--- src/hw/dpwr_defs.svh ---
// Purpose: constants of the wiper register core
// Assumes: 20 MHz core clock
// Notes: included by the core and the tap decoder
//
// Functional notes
// - Write-protect low blocks every update of the four stored settings.
// - Write-protect never blocks host writes to the wiper position counter.
// - Serial input is sampled on the rising serial clock edge.
// - Serial output is high impedance unless it drives read data.
// - Sixty-three series segments, one tap at every counter position.
// - Exactly one tap switch is on at any moment.
// - Six counter bits decode to one of sixty-four tap enables.
// - Wiper position is a 6-bit counter with serial and parallel load.
// - Write-wiper command loads the counter from the shifted-in byte.
// - Transfer command parallel-loads the counter from the chosen stored setting.
// - Step command moves the counter one position per serial clock in the requested direction, holding at either end.
// - After power-up the counter is loaded from stored setting zero.
// - Counter is volatile; after power-up it holds stored setting zero.
// - Four 6-bit stored settings the host reads and writes directly.
// - Transfers run both ways between stored settings and the counter.
// - A stored-setting update completes within at most 10 ms.
// - Registers read as a byte, top two bits zero, value below.
// - Stored save starts only on select rising after a complete write.
// - Busy flag stays set during the save and reads via status command.
// - Read data shifts out on the falling serial clock edge.
// - All traffic is ignored until select has fallen after power-up.
`ifndef DPWR_DEFS_SVH
`define DPWR_DEFS_SVH

`define DPWR_CLK_HZ       20000000
`define DPWR_T_NVWR_MS    10
`define DPWR_NVWR_CYCLES  (`DPWR_T_NVWR_MS * (`DPWR_CLK_HZ / 1000))
// Device type code in the select byte is arbitrary
`define DPWR_ID_TYPE      7'h35
`define DPWR_NV_RESET     6'h00
`define DPWR_POS_MAX      6'h3F
`define DPWR_POS_MIN      6'h00
`define DPWR_NUM_TAPS     64
`define DPWR_OP_MSB       7
`define DPWR_OP_LSB       4
`define DPWR_PTR_MSB      3
`define DPWR_PTR_LSB      2

`endif

--- src/hw/dpwr_pkg.sv ---
// Purpose: shared types of the wiper register core
// Assumes: nothing
// Notes: state and command codes
package dpwr_pkg;

    typedef enum logic [2:0] {
        ST_IDLE   = 3'h0,
        ST_ID     = 3'h1,
        ST_INS    = 3'h2,
        ST_WDATA  = 3'h3,
        ST_RDATA  = 3'h4,
        ST_STEP   = 3'h5,
        ST_SKIP   = 3'h6
    } dpwr_state_e;

    typedef enum logic [3:0] {
        OP_RD_WIPER = 4'h9,
        OP_WR_WIPER = 4'hA,
        OP_RD_STORE = 4'hB,
        OP_WR_STORE = 4'hC,
        OP_XFR_LOAD = 4'hD,
        OP_XFR_SAVE = 4'hE,
        OP_STEP     = 4'h2,
        OP_STATUS   = 4'h5
    } dpwr_op_e;

    typedef logic [5:0] dpwr_pos_t;

endpackage

--- src/hw/dpwr_tap_decode.sv ---
// Purpose: one-hot tap switch decoder
// Assumes: position from core clock domain
// Notes: registered, so no decode glitch reaches the switches
`timescale 1ns/10ps
`include "dpwr_defs.svh"
module dpwr_tap_decode (
    // Clock and reset
    input  wire logic                        i_mclk,
    input  wire logic                        i_rst_n,
    // Position in
    input  wire dpwr_pkg::dpwr_pos_t         i_pos,
    // Tap enables out
    output logic [`DPWR_NUM_TAPS-1:0]        o_tap_en
);

    genvar g;
    generate
        for (g = 0; g < `DPWR_NUM_TAPS; g = g + 1) begin : g_tap
            always_ff @(posedge i_mclk) begin
                if (!i_rst_n) begin
                    o_tap_en[g] <= (g == 0);
                end else begin
                    o_tap_en[g] <= (i_pos == 6'(g));
                end
            end
        end
    endgenerate

endmodule

--- src/hw/dpwr_core.sv ---
// Purpose: serial register core of a 64-tap digital potentiometer
// Assumes: all pins asynchronous to i_mclk; serial clock far below i_mclk
// Notes: stored settings are modelled as flops cleared by reset
`timescale 1ns/10ps
`include "dpwr_defs.svh"
module dpwr_core #(
    parameter int NVWR_CYCLES = `DPWR_NVWR_CYCLES
) (
    // Clock and reset
    input  wire logic                   i_mclk,
    input  wire logic                   i_rst_n,
    // Serial host pins
    input  wire logic                   i_sck,
    input  wire logic                   i_si,
    input  wire logic                   i_cs_n,
    input  wire logic                   i_hold_n,
    input  wire logic                   i_wp_n,
    input  wire logic                   i_a0,
    output logic                        o_so,
    output logic                        o_so_oe,
    // Potentiometer switches
    output logic [`DPWR_NUM_TAPS-1:0]   o_tap_en,
    // Status
    output logic                        o_nv_busy
);

    ////////////////////////////////////////////////////////////////////////
    // Pin synchronisers

    logic [1:0] sck_sync;
    logic [1:0] si_sync;
    logic [1:0] cs_sync;
    logic [1:0] hold_sync;
    logic [1:0] wp_sync;
    logic [1:0] a0_sync;
    logic       sck_d;
    logic       cs_d;

    always_ff @(posedge i_mclk) begin
        if (!i_rst_n) begin
            sck_sync  <= 2'h0;
            si_sync   <= 2'h0;
            cs_sync   <= 2'h3;
            hold_sync <= 2'h3;
            wp_sync   <= 2'h3;
            a0_sync   <= 2'h0;
            sck_d     <= 1'b0;
            cs_d      <= 1'b1;
        end else begin
            sck_sync  <= {sck_sync[0], i_sck};
            si_sync   <= {si_sync[0], i_si};
            cs_sync   <= {cs_sync[0], i_cs_n};
            hold_sync <= {hold_sync[0], i_hold_n};
            wp_sync   <= {wp_sync[0], i_wp_n};
            a0_sync   <= {a0_sync[0], i_a0};
            sck_d     <= sck_sync[1];
            cs_d      <= cs_sync[1];
        end
    end

    logic sck_s;
    logic si_s;
    logic cs_n_s;
    logic hold_n_s;
    logic wp_n_s;
    logic a0_s;

    assign sck_s    = sck_sync[1];
    assign si_s     = si_sync[1];
    assign cs_n_s   = cs_sync[1];
    assign hold_n_s = hold_sync[1];
    assign wp_n_s   = wp_sync[1];
    assign a0_s     = a0_sync[1];

    ////////////////////////////////////////////////////////////////////////
    // Edge events

    logic cs_fall;
    logic cs_rise;
    logic active;
    logic sck_rise;
    logic sck_fall;

    logic       cs_armed;
    logic [1:0] cs_warm;

    // Reset values of the select synchroniser are no real sample of the pin
    always_ff @(posedge i_mclk) begin
        if (!i_rst_n) begin
            cs_warm  <= 2'h0;
            cs_armed <= 1'b0;
        end else begin
            cs_warm  <= {cs_warm[0], 1'b1};
            cs_armed <= cs_armed | (cs_warm[1] & cs_n_s);
        end
    end

    // Select held low through reset must rise once before a frame counts
    assign cs_fall  = cs_armed & cs_d & ~cs_n_s;
    assign cs_rise  = ~cs_d & cs_n_s;

    dpwr_pkg::dpwr_state_e state;
    dpwr_pkg::dpwr_state_e next_state;

    // Pause freezes the sequence without losing it
    assign active   = ~cs_n_s & hold_n_s & (state != dpwr_pkg::ST_IDLE);
    assign sck_rise = active & sck_s & ~sck_d;
    assign sck_fall = active & ~sck_s & sck_d;

    ////////////////////////////////////////////////////////////////////////
    // Byte assembly

    logic [2:0]          bit_cnt;
    logic [6:0]          shreg;
    logic [7:0]          byte_in;
    logic                byte_done;
    dpwr_pkg::dpwr_op_e  op;
    logic [1:0]          ptr;
    logic [3:0]          op_raw;

    assign byte_in   = {shreg, si_s};
    assign byte_done = sck_rise & (bit_cnt == 3'h7);
    assign op_raw    = byte_in[`DPWR_OP_MSB:`DPWR_OP_LSB];
    assign op        = dpwr_pkg::dpwr_op_e'(op_raw);
    assign ptr       = byte_in[`DPWR_PTR_MSB:`DPWR_PTR_LSB];

    always_ff @(posedge i_mclk) begin
        if (!i_rst_n) begin
            bit_cnt <= 3'h0;
            shreg   <= 7'h00;
        end else if (cs_fall) begin
            bit_cnt <= 3'h0;
        end else if (sck_rise) begin
            bit_cnt <= bit_cnt + 3'h1;
            shreg   <= byte_in[6:0];
        end
    end

    ////////////////////////////////////////////////////////////////////////
    // Command sequencer

    logic               busy;
    logic               id_match;
    logic               refuse;
    dpwr_pkg::dpwr_op_e op_q;
    logic [1:0]         ptr_q;

    assign id_match = (byte_in == {`DPWR_ID_TYPE, a0_s});
    // While saving, only the status read is served
    assign refuse   = busy & (op != dpwr_pkg::OP_STATUS);

    always_comb begin
        next_state = state;
        case (state)
            dpwr_pkg::ST_IDLE: begin
                next_state = dpwr_pkg::ST_IDLE;
            end
            dpwr_pkg::ST_ID: begin
                if (byte_done) begin
                    next_state = id_match ? dpwr_pkg::ST_INS : dpwr_pkg::ST_SKIP;
                end
            end
            dpwr_pkg::ST_INS: begin
                if (byte_done) begin
                    next_state = dpwr_pkg::ST_SKIP;
                    if (!refuse) begin
                        case (op)
                            dpwr_pkg::OP_RD_WIPER: next_state = dpwr_pkg::ST_RDATA;
                            dpwr_pkg::OP_RD_STORE: next_state = dpwr_pkg::ST_RDATA;
                            dpwr_pkg::OP_STATUS:   next_state = dpwr_pkg::ST_RDATA;
                            dpwr_pkg::OP_WR_WIPER: next_state = dpwr_pkg::ST_WDATA;
                            dpwr_pkg::OP_WR_STORE: next_state = dpwr_pkg::ST_WDATA;
                            dpwr_pkg::OP_STEP:     next_state = dpwr_pkg::ST_STEP;
                            default:               next_state = dpwr_pkg::ST_SKIP;
                        endcase
                    end
                end
            end
            dpwr_pkg::ST_WDATA: begin
                if (byte_done) begin
                    next_state = dpwr_pkg::ST_SKIP;
                end
            end
            dpwr_pkg::ST_RDATA: begin
                if (byte_done) begin
                    next_state = dpwr_pkg::ST_SKIP;
                end
            end
            dpwr_pkg::ST_STEP: begin
                next_state = dpwr_pkg::ST_STEP;
            end
            dpwr_pkg::ST_SKIP: begin
                next_state = dpwr_pkg::ST_SKIP;
            end
            default: begin
                next_state = dpwr_pkg::ST_IDLE;
            end
        endcase
    end

    always_ff @(posedge i_mclk) begin
        if (!i_rst_n) begin
            state <= dpwr_pkg::ST_IDLE;
        end else if (cs_n_s) begin
            state <= dpwr_pkg::ST_IDLE;
        end else if (cs_fall) begin
            state <= dpwr_pkg::ST_ID;
        end else begin
            state <= next_state;
        end
    end

    always_ff @(posedge i_mclk) begin
        if (!i_rst_n) begin
            op_q  <= dpwr_pkg::OP_STATUS;
            ptr_q <= 2'h0;
        end else if (byte_done && state == dpwr_pkg::ST_INS) begin
            op_q  <= op;
            ptr_q <= ptr;
        end
    end

    ////////////////////////////////////////////////////////////////////////
    // Stored settings and save cycle

    logic [5:0]  store [4];
    logic        save_pend;
    logic [1:0]  save_ptr;
    logic [5:0]  save_val;
    logic        wp_seen;
    logic        save_go;
    logic [31:0] save_cnt;
    logic        recall;
    dpwr_pkg::dpwr_pos_t wiper;

    // Protect low at any point of the frame voids the save
    always_ff @(posedge i_mclk) begin
        if (!i_rst_n) begin
            wp_seen <= 1'b0;
        end else if (cs_fall) begin
            wp_seen <= ~wp_n_s;
        end else if (!cs_n_s && !wp_n_s) begin
            wp_seen <= 1'b1;
        end
    end

    always_ff @(posedge i_mclk) begin
        if (!i_rst_n) begin
            save_pend <= 1'b0;
            save_ptr  <= 2'h0;
            save_val  <= `DPWR_NV_RESET;
        end else if (cs_fall || cs_rise) begin
            save_pend <= 1'b0;
        end else if (byte_done && state == dpwr_pkg::ST_INS && !refuse
                     && op == dpwr_pkg::OP_XFR_SAVE) begin
            save_pend <= 1'b1;
            save_ptr  <= ptr;
            save_val  <= wiper;
        end else if (byte_done && state == dpwr_pkg::ST_WDATA
                     && op_q == dpwr_pkg::OP_WR_STORE) begin
            save_pend <= 1'b1;
            save_ptr  <= ptr_q;
            save_val  <= byte_in[5:0];
        end else if (sck_rise && state == dpwr_pkg::ST_SKIP) begin
            save_pend <= 1'b0;
        end
    end

    assign save_go = cs_rise & save_pend & ~wp_seen & wp_n_s & ~busy;

    always_ff @(posedge i_mclk) begin
        if (!i_rst_n) begin
            for (int i = 0; i < 4; i++) begin
                store[i] <= `DPWR_NV_RESET;
            end
        end else if (save_go) begin
            store[save_ptr] <= save_val;
        end
    end

    always_ff @(posedge i_mclk) begin
        if (!i_rst_n) begin
            busy     <= 1'b0;
            save_cnt <= 32'h0;
        end else if (save_go) begin
            busy     <= 1'b1;
            save_cnt <= 32'(NVWR_CYCLES - 1);
        end else if (busy) begin
            if (save_cnt == 32'h0) begin
                busy <= 1'b0;
            end else begin
                save_cnt <= save_cnt - 32'h1;
            end
        end
    end

    assign o_nv_busy = busy;

    ////////////////////////////////////////////////////////////////////////
    // Wiper position counter

    always_ff @(posedge i_mclk) begin
        if (!i_rst_n) begin
            recall <= 1'b1;
        end else begin
            recall <= 1'b0;
        end
    end

    // Write protect is not consulted here
    always_ff @(posedge i_mclk) begin
        if (!i_rst_n) begin
            wiper <= `DPWR_POS_MIN;
        end else if (recall) begin
            wiper <= store[0];
        end else if (byte_done && state == dpwr_pkg::ST_INS && !refuse
                     && op == dpwr_pkg::OP_XFR_LOAD) begin
            wiper <= store[ptr];
        end else if (byte_done && state == dpwr_pkg::ST_WDATA
                     && op_q == dpwr_pkg::OP_WR_WIPER) begin
            wiper <= byte_in[5:0];
        end else if (sck_rise && state == dpwr_pkg::ST_STEP) begin
            if (si_s && wiper != `DPWR_POS_MAX) begin
                wiper <= wiper + 6'h01;
            end else if (!si_s && wiper != `DPWR_POS_MIN) begin
                wiper <= wiper - 6'h01;
            end
        end
    end

    dpwr_tap_decode u_tap (
        .i_mclk   (i_mclk),
        .i_rst_n  (i_rst_n),
        .i_pos    (wiper),
        .o_tap_en (o_tap_en)
    );

    ////////////////////////////////////////////////////////////////////////
    // Read data path

    logic [7:0] rd_shift;
    logic [7:0] rd_load;

    always_comb begin
        case (op)
            dpwr_pkg::OP_RD_WIPER: rd_load = {2'h0, wiper};
            dpwr_pkg::OP_RD_STORE: rd_load = {2'h0, store[ptr]};
            dpwr_pkg::OP_STATUS:   rd_load = {7'h00, busy};
            default:               rd_load = 8'h00;
        endcase
    end

    always_ff @(posedge i_mclk) begin
        if (!i_rst_n) begin
            rd_shift <= 8'h00;
            o_so     <= 1'b0;
        end else if (byte_done && state == dpwr_pkg::ST_INS) begin
            rd_shift <= rd_load;
        end else if (sck_fall && state == dpwr_pkg::ST_RDATA) begin
            o_so     <= rd_shift[7];
            rd_shift <= {rd_shift[6:0], 1'b0};
        end
    end

    // Released outside the read byte so the pin may share the input wire
    assign o_so_oe = (state == dpwr_pkg::ST_RDATA) & ~cs_n_s & hold_n_s;

endmodule

--- config.mk ---
export PLATFORM = sky130hd
export DESIGN_NAME = dpwr_core
export DESIGN_NICKNAME = d
export VERILOG_FILES = /design/src/hw/dpwr_pkg.sv /design/src/hw/dpwr_tap_decode.sv /design/src/hw/dpwr_core.sv
export VERILOG_INCLUDE_DIRS = /design/src /design/src/hw
export SDC_FILE = /design/constraint.sdc
export NUM_CORES = 1
export LEC_CHECK = 0
export BUFFER_PORTS_ARGS = -buffer_cell sky130_fd_sc_hd__buf_2
export CAP_MARGIN = 10
export CELL_PAD_IN_SITES_DETAIL_PLACEMENT = 0
export CELL_PAD_IN_SITES_GLOBAL_PLACEMENT = 1
export CORE_MARGIN = 1.5
export CORE_UTILIZATION = 41
export CTS_CLUSTER_SIZE = 10
export DETAILED_ROUTE_END_ITERATION = 10
export PLACE_DENSITY_LB_ADDON = 0.1
export SETUP_SLACK_MARGIN = 0.1
export SKIP_CTS_REPAIR_TIMING = 1
export SYNTH_ARGS = -nofsm -noshare
export SYNTH_HDL_FRONTEND = slang
export SYNTH_SLANG_ARGS = --single-unit
export TNS_END_PERCENT = 30
--- constraint.sdc ---
create_clock -name i_mclk -period 2.3 [get_ports i_mclk]
set_clock_uncertainty 0.05 [all_clocks]
set_input_delay 0.46 -clock i_mclk [delete_from_list [all_inputs] [get_ports i_mclk]]
set_output_delay 0.46 -clock i_mclk [all_outputs]
set_load 0.01 [all_outputs]
# Word-level counts from Yosys, hierarchy flattened
# Memory sizes are Yosys's and may differ from the RTL's. A register that Yosys moved wholly into a read port is not among the register bits.
# Cells that the tools add are included.
# op_classes
addsub	4
n_eq_ne	90
n_mux	42
bitwise	31
n_reduce_logical	46
# op_table
op	n
equality test 6 bit, second input constant	32
equality test 6 x 5 -> 1 bit, second input constant	16
2-to-1 mux 18 bit	3
2-to-1 mux 6 bit	9
equality test 6 x 4 -> 1 bit, second input constant	8
equality test 4 bit, second input constant	8
logical NOT 32 bit	1
subtractor 32 x 1 -> 32 bit, second input constant	1
equality test 6 x 3 -> 1 bit, second input constant	4
AND 1 bit	18
case mux 6 bit (3 select lines)	1
2-to-1 mux 8 bit	2
2-to-1 mux 1 bit	15
2-to-1 mux 3 bit	5
case mux 3 bit (5 select lines)	1
logical AND 1 bit	13
equality test 3 bit, second input constant	4
equality test 6 x 2 -> 1 bit, second input constant	2
inverter 1 bit	12
AND reduction 2 bit	6
OR reduction 2 bit	6
2-to-1 mux 2 bit	5
case mux 3 bit (3 select lines)	1
equality test 8 x 7 -> 1 bit	1
26 further kinds	39
# word_totals
reg_bits	159
mem_bits_rw	24
in_bits	8
output_inout_bits	67
word_cells	306
mem_count	1
# memory_table
name	words	width	read_ports	rd_clocked_by_memory_dff	write_ports	line	rtl
store	4	6	2	1	4	dpwr_core.sv:226	logic [5:0] store [4];

# Depth between registers and ports, before layout
# Gate-level depths: netlist of the first run.
# depth
word_depth	11
mapped_depth	10
ltp_nobuf	8

# Modules after synthesis
# Synthesis of the first run repeated with hierarchy kept, for this count alone.
# unflattened
hier_cells	749
area_unflattened_um2	7359.6
# by_module_without_submodules
mod	n_inst	cells_per_inst	area_each_um2	seq_area_each_um2
dpwr_core	1	592	5612.9	2662.6
dpwr_tap_decode	1	157	1746.7	1281.2

# Least setup slack after synthesis of the first run
# No wires, ideal clock.
# synth_path
path_type	register to register
startpoint	register save_cnt[17]
endpoint	register save_cnt[25]
setup_ns	0.071
arrival_ns	2.311
t_required_ns	2.179
path_slack_ns	-0.132
path_stages_with_launch	7
path_buffers	1
period_less_slack_ns	2.432
path_cell_list	dfxtp_1 > or4_4 > or4_4 > or4_1 > buf_2 > or3_1 > a21oi_1
# synth_via
elab_chain_len	3
word_cells_on_any_way	4
cone_classes	1 x add/sub; 1 x bitwise; 2 x reduce/logical
# synth_rtl
item	line	rtl
from (decl)	dpwr_core.sv:232	logic [31:0] save_cnt;
from (signal assigned)	dpwr_core.sv:287	save_cnt <= 32'(NVWR_CYCLES - 1);
from (signal assigned)	dpwr_core.sv:292	save_cnt <= save_cnt - 32'h1;
parallel branches: the longest is 3 deep, another holds subtractor 32 x 1 -> 32 bit	n/a	
# Parallel ways; which one is timed is not known.
# A chain may end at the register's enable or synchronous reset.

# Worst setup path in the final report of the first run
# layout_path
startpoint	register save_cnt[20]
endpoint	register save_cnt[29]
# The elaborated chain is that of the path after synthesis.

==> results of run 1 <==
-- stage by stage --
step | total power, mW | worst slack (ns) | utilization | cell area (um^2)
floorplan | 3.61 | -0.105 | - | 7280
detailed placement | 3.74 | -0.0906 | 0.478 | 8260
CTS | 6.57 | -0.117 | 0.511 | 8840
global route | 6.76 | -0.164 | 0.524 | 9060
finish | 6.52 | -0.118 | 0.524 | 9060
global placement | 3.73 | -0.0799 | 0.478 | 8260
-- cells by family (layout without fill, tap and decap cells) --
group | after synthesis | in the layout | share of synthesized area
buffers and inverters | 54 | 186 | 0.0286
XOR/XNOR | 31 | 31 | 0.0373
adder cells (fa/ha/maj) | 9 | 9 | 0.0155
AO/OA/AOI/OAI | 98 | 98 | 0.0896
flip-flops | 185 | 185 | 0.542
AND/OR/NAND/NOR | 342 | 342 | 0.236
multiplexers | 29 | 29 | 0.0509
-- worst max-delay path: cells and delay by family, from the launching register on --
family / cells / cell delay (ns)
AOI/OAI and AO/OA: 1 / 0.12
DFF: 1 / 0.32
and+or+nand+nor: 4 / 1.87
-- power by group through the flow --
| stage | Combinational (mW) | Sequential, mW | Clock [mW] |
|---|---|---|---|
| finish | 0.312 | 3.36 | 2.85 |
| global route | 0.345 | 3.37 | 3.05 |
| CTS | 0.306 | 3.36 | 2.91 |
| detailed placement | 0.305 | 3.43 | 0 |
| global placement | 0.302 | 3.43 | 0 |
| floorplan | 0.195 | 3.42 | 0 |
-- final cells by class --
type,count,area share
clock inverter,15,0.0167
multi-input combinational,509,0.366
tap,225,0.0311
clock buffer,17,0.0470
timing repair buffer,142,0.0981
sequential,185,0.436
inverter,12,0.00497
-- cell usage in the layout, fill, tap and decap left out, types with 7 or more instances in the layout --
cell / count
nor2_1: 128
buf_2: 74
nand2b_1: 15
dfxtp_1: 156
o21ai_0: 14
xnor2_1: 8
mux2i_1: 16
nor4_1: 8
clkbuf_16: 17
and2_1: 28
a21oi_1: 29
xor2_1: 23
nand3b_1: 8
and3_1: 7
a211oi_1: 13
buf_4: 66
nor3_1: 11
nand2_1: 66
edfxtp_1: 24
nand3_1: 16
inv_1: 12
-- flip-flops by register name, summed over array words and instances, names as in the netlist, 3 cells and up, named ones only --
signal,count
bit_cnt,3
op_q,4
rd_shift,8
save_cnt,32
save_val,6
shreg,7
state,3
store,24
u_tap.o_tap_en,64
wiper,6
-- metal layers --
layer / wire, um / up-vias
li1: - / 2831
met1: 8190 / 2767
met2: 8680 / 138
met3: 832 / 29
met4: 361 / 0
met5: 0 / -
-- worst max-delay path by stage --
stage | from | to | cells after the start
5_1_grt | save_cnt[20] | save_cnt[29] | 5
3_3_place_gp | save_cnt[20] | save_cnt[27] | 6
3_5_place_dp | save_cnt[20] | save_cnt[29] | 5
4_1_cts | save_cnt[20] | save_cnt[29] | 5
2_1_floorplan | save_cnt[20] | save_cnt[25] | 6
6_report | save_cnt[20] | save_cnt[29] | 5
==> impl_results.md, run 1 <==
* # port buffers at 74
* Die area at 18500 um^2
* Average routed wire per standard cell at 16.3 um
* P_sw at 1.63 mW
* Crit path time final at 2.42 ns
* Drt total wl at 18100 um
* Gpl congestion at 0.848
* Most numerous cell on the critical path: or4_4
* Cells on worst reg2reg path at 5
* DP Cell Count at 1071
* Worst setup SP type: flop
* Synth Area per Inst at 9.72 um^2
* Clock share of power at 0.437
* Hold path start: i_wp_n
* Initial antenna violation count at 0
* First-pass GRT wire length at 28800 um
* Final count of hold timing violations at 0
* DPL Wire Length at 13200 um
* Drt pass-1 iters at 6
* M2 GR Usage at 0.334
* CTS Sinks at 185
* Crit. End Element: flop
* Die height at 136 um
* Gate Count Post-Synth at 748
* Sequential share of power at 0.515
* Combinational power share at 0.048
* Critical Path AT at 2.74 ns
* Storage element area at 3950 um^2
* RSZ-0062 raised after global routing: true
* Crit path largest cell delay at 0.54 ns
* GRT Max-Usage Layer: met2
* Pwr Density at 720 nW/um^2
* Worst r2r src: save_cnt[20]
* Max clock buf depth at 2
* Num rows at 48
* Grt met1 use at 0.255
* Status: finished, violations left
* Starting density of the core at 0.420
* Worst-Margin Slew at 0.664 ns
* Total GRT Usage at 0.201
* Clk Latency, worst-skew pair at 0.43 ns
* Count leader, synth: dfxtp_1
* Post-DR vias/cell at 5.22
* Total grt overflow at 0
* Crit-path cells: or4_4 -> or4_4 -> or4_4 -> or3_1 -> a21oi_2
* Grt met3 use at 0.0496
* Share of the synthesized area in the top cell type at 0.443
* Worst-path clk slew at 0.07 ns
* Synth top area cells: dfxtp_1 44%, edfxtp_1 9.9%, nor2_1 6.6%
* Inserted Diodes at 0
* Worst EP required at 2.62 ns
* DRT antenna net count at 0
* Worst relative slew slack at 0.557
* Sequential cell area fraction in the yosys report at 0.542
* Net count, final at 884
* Worst Path Max Fanout at 7
* Asr flop ratio synth at 0
* Multi-input logic area at 3310 um^2
* Hold_ws at 0.158 ns
* Final period util at 1.05
* Critical path type: flop to flop
* Total internal power at 4.89 mW
* Peak supply drop at 0.559 mV
* Post-synth EDFFs at 24
* Number of fill cells at 1593
* Final non-filler cell total at 1105
* Final Slew Violations at 0
* # DRC at 0
* # setup viols final at 4
* Lkg Pwr at 3.52 nW
* Die width at 136 um
* Htree depth at 4
* CTS tree: done
* HP Class: input port to flop
* #FFs+latches synth at 185
* Main synth FF type: dfxtp_1
* Post-synth top cells: 161 x dfxtp_1, 128 x nor2_1, 67 x nand2_1
* Setup TNS at -0.391 ns
* Vias in the first global route at 5582
* Hold path endpoint: wp_sync[0]
* Vias at 5765
* Post-synthesis cell area at 7270 um^2
* Failing checks: negative setup slack
* WHS Path Cells at 2
* Synth cell types at 60
* Critical path's slowest cell: or4_4
* Core area at 17300 um^2
* Max Cap Viol at 0
* Reg-to-reg endpoint: save_cnt[29]
* Num CTS Buffers at 17
* Initial DRC count at 363
* Layout area overhead at 24.5%
* Share of layout cells above drive strength 1 at 0.260
* PnR worst setup slack at -0.118 ns
* Fmax at 414 MHz
* R2r setup slk at -0.12 ns
* Switch share at 0.250
* Yosys top cell by area: dfxtp_1
* I/O pin cnt at 75
* Yosys warnings at 0
* Largest net degree at the start of global routing at 45
* Syn Nets at 765
* Root Driver: clkbuf_16
(Power assumes the default switching activity.)
==> run 2, diff against run 1 <==
==> constraint.sdc (replaced) <==
create_clock -name i_mclk -period 2.2 [get_ports i_mclk]
set_clock_uncertainty 0.05 [all_clocks]
set_input_delay 0.44 -clock i_mclk [delete_from_list [all_inputs] [get_ports i_mclk]]
set_output_delay 0.44 -clock i_mclk [all_outputs]
set_load 0.01 [all_outputs]
==> impl_results.md, run 2 (synthesized netlist as in run 1, its figures left out) <==
* Average routed wire per standard cell at 16.1 um
* Worst-Margin Slew at 0.665 ns
* Storage element area at 3970 um^2
* Num rows at 48
* Critical path type: flop to flop
* Pwr Density at 725 nW/um^2
* Multi-input logic area at 3470 um^2
* Starting density of the core at 0.420
* Clk Latency, worst-skew pair at 0.44 ns
* Place WS at -0.222 ns
* Post-place instance area at 8440 um^2
* Initial DRC count at 295
* Peak supply drop at 0.567 mV
* Die width at 136 um
* Final Slew Violations at 0
* Root Driver: clkbuf_16
* RSZ-0062 raised after global routing: true
* Die area at 18500 um^2
* Worst EP required at 2.52 ns
* Crit-path cells: or4_4 -> or4_4 -> or4_4 -> or3_1 -> a21oi_1
* Crit path buf inv count at 0
* Most numerous cell on the critical path: or4_4
* Finished Cell Area at 9420 um^2
* Status: finished, violations left
* Layout area overhead at 29.5%
* DPL Wire Length at 13000 um
* HP Class: input port to flop
* Number of fill cells at 1556
* # port buffers at 74
* Max clock buf depth at 2
* Most frequent cells in the layout: 149 x dfxtp_1, 121 x nor2_1, 88 x buf_4, 74 x buf_2, 62 x nand2_1
* Critical path's slowest cell: or4_4
* Largest reg by FF count: u_tap.o_tap_en
* Fmax at 412 MHz
* Worst-path clk slew at 0.07 ns
* Failing checks: negative setup slack
* Lkg Pwr at 3.68 nW
* Crit. End Element: flop
* Gpl congestion at 0.835
* Vias at 5783
* Die height at 136 um
* Setup TNS at -1.03 ns
* Worst setup SP type: flop
* Total GRT Usage at 0.202
* PnR worst setup slack at -0.229 ns
* Final period util at 1.10
* Vias in the first global route at 5605
* Initial antenna violation count at 0
* Worst Path Max Fanout at 7
* Max Cap Viol at 0
* Core area at 17300 um^2
* CTS tree: done
* CTS Sinks at 185
* Worst relative slew slack at 0.557
* Share of layout cells above drive strength 1 at 0.314
* Top Registers: u_tap.o_tap_en x64, save_cnt x32, store x24
* I/O pin cnt at 75
* R2r setup slk at -0.23 ns
* # setup viols final at 7
* Drt total wl at 18100 um
* First-pass GRT wire length at 28800 um
* Largest net degree at the start of global routing at 47
* Post-DR vias/cell at 5.12
* Net count, final at 908
* Crit path time final at 2.43 ns
* Htree depth at 4
* Largest register FFs at 64
* Crit path largest cell delay at 0.53 ns
* Drt pass-1 iters at 5
* Critical Path AT at 2.75 ns
* Inserted Diodes at 0
* Cell family with most CP delay: simple AND/OR/NAND/NOR gates
* Final count of hold timing violations at 0
* Total grt overflow at 0
* DRT antenna net count at 0
* Most common cell after layout, fill and taps aside: dfxtp_1
* # DRC at 0
* Num CTS Buffers at 17
## run 2: cell types whose count changed in the layout (fill, tap and decap cells not counted), moves of 4 or more
cell / change
a211oi_1: -6
a211oi_2: +6
buf_4: +22
dfxtp_1: -7
dfxtp_4: +5
inv_8: -4
nand2_1: -4
nor2_1: -7
nor2_2: +5
## run 2: worst reg2reg max path, cell delays in order (launching register included)
cell,delay [ns]
dfxtp_2,0.32
or4_4,0.53
or4_4,0.50
or4_4,0.50
or3_1,0.35
a21oi_1,0.12
## run 2: power breakdown
group	total, mW	switching (mW)	internal, mW
Clock	2.98	1.39	1.59
Combinational	0.346	0.210	0.137
Sequential	3.51	0.0365	3.47
Total	6.83	1.63	5.20
## run 2: area by class of cell
type                    instances  area share
flip-flops and latches        185       0.422
multi-input cells             509       0.368
repair buffers                166       0.115
clock buffers                  18      0.0456
well taps                     225      0.0299
clock inverters                14      0.0145
inverters                      12     0.00478
## run 2: path summary, 6_finish.rpt
path | startpoint | end | cells after the start
min reg2reg | cs_sync[0] | cs_sync[1] | 1
min | i_cs_n | cs_sync[0] | 2
max | save_cnt[20] | save_cnt[29] | 5
max reg2reg | save_cnt[20] | save_cnt[29] | 5
## run 2: through the flow
stage / util / hold WS, ns / std cells / total power [mW]
CTS: 0.521 / 0.116 / 1116 / 6.89
finish: 0.545 / 0.139 / 1129 / 6.83
floorplan: - / 0.336 / 748 / 3.78
detailed placement: 0.488 / 0.346 / 1084 / 3.92
global placement: 0.488 / 0.349 / 1084 / 3.92
global route: 0.545 / 0.136 / 1129 / 7.10
## run 2: routing by layer
metal  global-route usage  up-vias  share of wire  wire, um
met1                0.252     2791           0.45      8240
met4               0.0709        0          0.013       232
li1                     -     2886              -         -
met3               0.0399       20          0.032       583
met2                0.346       86           0.50      9090
met5                    0        -              0         0
==> run 3, diff against run 2 <==
--- a/config.mk
+++ b/config.mk
@@ -10,6 +10,7 @@
 export CAP_MARGIN = 10
 export CELL_PAD_IN_SITES_DETAIL_PLACEMENT = 0
 export CELL_PAD_IN_SITES_GLOBAL_PLACEMENT = 1
+export CORE_ASPECT_RATIO = 1.2
 export CORE_MARGIN = 1.5
 export CORE_UTILIZATION = 41
 export CTS_CLUSTER_SIZE = 10
==> impl_results.md, run 3 (synthesized netlist as in run 1, its figures left out) <==
* Status: finished, violations left
* Lkg Pwr at 3.68 nW
* Vias at 5859
* Die width at 125 um
* Max clock buf depth at 2
* Share of layout cells above drive strength 1 at 0.290
* Fmax at 421 MHz
* Total grt overflow at 0
* Inserted Diodes at 0
* Largest net degree at the start of global routing at 46
* Worst Path Max Fanout at 6
* Starting density of the core at 0.417
* # setup viols final at 8
* # DRC at 0
* Worst relative slew slack at 0.563
* Pwr Density at 728 nW/um^2
* Worst setup SP type: flop
* Layout area overhead at 28.8%
* Core area at 17400 um^2
* Hold_ws at 0.140 ns
* Initial DRC count at 369
* Clk Latency, worst-skew pair at 0.43 ns
* RSZ-0062 raised after global routing: true
* Final Slew Violations at 0
* Final count of hold timing violations at 0
* Critical path type: flop to flop
* Initial antenna violation count at 0
* Die area at 18500 um^2
* Crit path time final at 2.38 ns
* Gpl congestion at 0.864
* CTS Sinks at 185
* Critical Path AT at 2.69 ns
* PnR worst setup slack at -0.177 ns
* Root Driver: clkbuf_16
* Crit. End Element: flop
* Max Cap Viol at 0
* Largest reg by FF count: u_tap.o_tap_en
* Htree depth at 4
* Top Registers: u_tap.o_tap_en x64, save_cnt x32, store x24
* Final core occ at 0.537
* Total GRT Usage at 0.200
* Drt pass-1 iters at 7
* Peak supply drop at 0.529 mV
* DRT antenna net count at 0
* Final period util at 1.08
* Num CTS Buffers at 17
* DPL Wire Length at 13200 um
* Post-DR vias/cell at 5.23
* Average routed wire per standard cell at 16.6 um
* Failing checks: negative setup slack
* Worst EP required at 2.52 ns
* Num rows at 53
* Most frequent cells in the layout: 151 x dfxtp_1, 127 x nor2_1, 80 x buf_4, 74 x buf_2, 64 x nand2_1
* First-pass GRT wire length at 29300 um
* I/O pin cnt at 75
* Most common cell after layout, fill and taps aside: dfxtp_1
* Vias in the first global route at 5701
* # port buffers at 74
* HP Class: input port to flop
* CTS tree: done
* Largest register FFs at 64
* Drt total wl at 18600 um
* Net count, final at 904
* Die height at 149 um
* Worst-path clk slew at 0.07 ns
* Worst-Margin Slew at 0.656 ns
-- run 3: cell types whose count changed in the layout (fill, tap and decap cells not counted), sizes merged --
cell,before,now
clkinv,1,7
buf,166,161
inv,21,18
clkinvlp,3,1
bufinv,1,0
clkbuf,18,19
-- run 3: where the power goes --
group	internal (mW)	total, mW	switching (mW)	leakage [nW]
combinational	0.134	0.342	0.208	1.86
clock	1.56	2.97	1.41	0.284
sequential	3.47	3.51	0.0400	1.54
total	5.16	6.82	1.66	3.68
-- run 3: layer usage --
metal  GRT usage  up-vias  share of wire
met5           0        -              0
met4      0.0695        0          0.019
met3      0.0312       23          0.032
met2       0.377      142           0.54
met1       0.228     2814           0.41
li1            -     2880              -
-- run 3: worst max-delay path, cell delays in order (launching register included) --
cell,delay (ns)
dfxtp_1,0.31
or4_4,0.53
or4_4,0.49
or4_4,0.48
or3_1,0.33
a21oi_1,0.12
-- run 3: final cells by class --
| cell class | instances | area [um^2] |
|---|---|---|
| fillers | 1600 | 8080 |
| flip-flops and latches | 185 | 3970 |
| multi-input cells | 509 | 3390 |
| repair buffers | 162 | 1100 |
| clock buffers | 18 | 450 |
| well taps | 220 | 275 |
| clock inverters | 14 | 130 |
| inverters | 12 | 45.0 |
-- run 3: worst paths after layout --
| kind | from | endpoint | slack (ns) | cells after the start |
|---|---|---|---|---|
| setup / recovery | save_cnt[20] | save_cnt[29] | -0.18 | 5 |
| hold / removal | i_hold_n | hold_sync[0] | 0.14 | 2 |
| hold reg to reg | hold_sync[0] | hold_sync[1] | 0.36 | 1 |
| setup reg to reg | save_cnt[20] | save_cnt[29] | -0.18 | 5 |
-- run 3: metrics by stage --
step | power, mW | instances | setup slack (ns) | area (um^2) | TNS, ns
after CTS | 6.89 | 1108 | -0.187 | 9020 | -0.926
after global placement | 3.92 | 1076 | -0.160 | 8440 | -0.739
final | 6.82 | 1120 | -0.177 | 9360 | -0.819
after global routing | 7.07 | 1120 | -0.244 | 9360 | -1.59
after floorplan | 3.78 | 748 | -0.205 | 7350 | -1.82
after detailed placement | 3.92 | 1076 | -0.167 | 8440 | -0.748
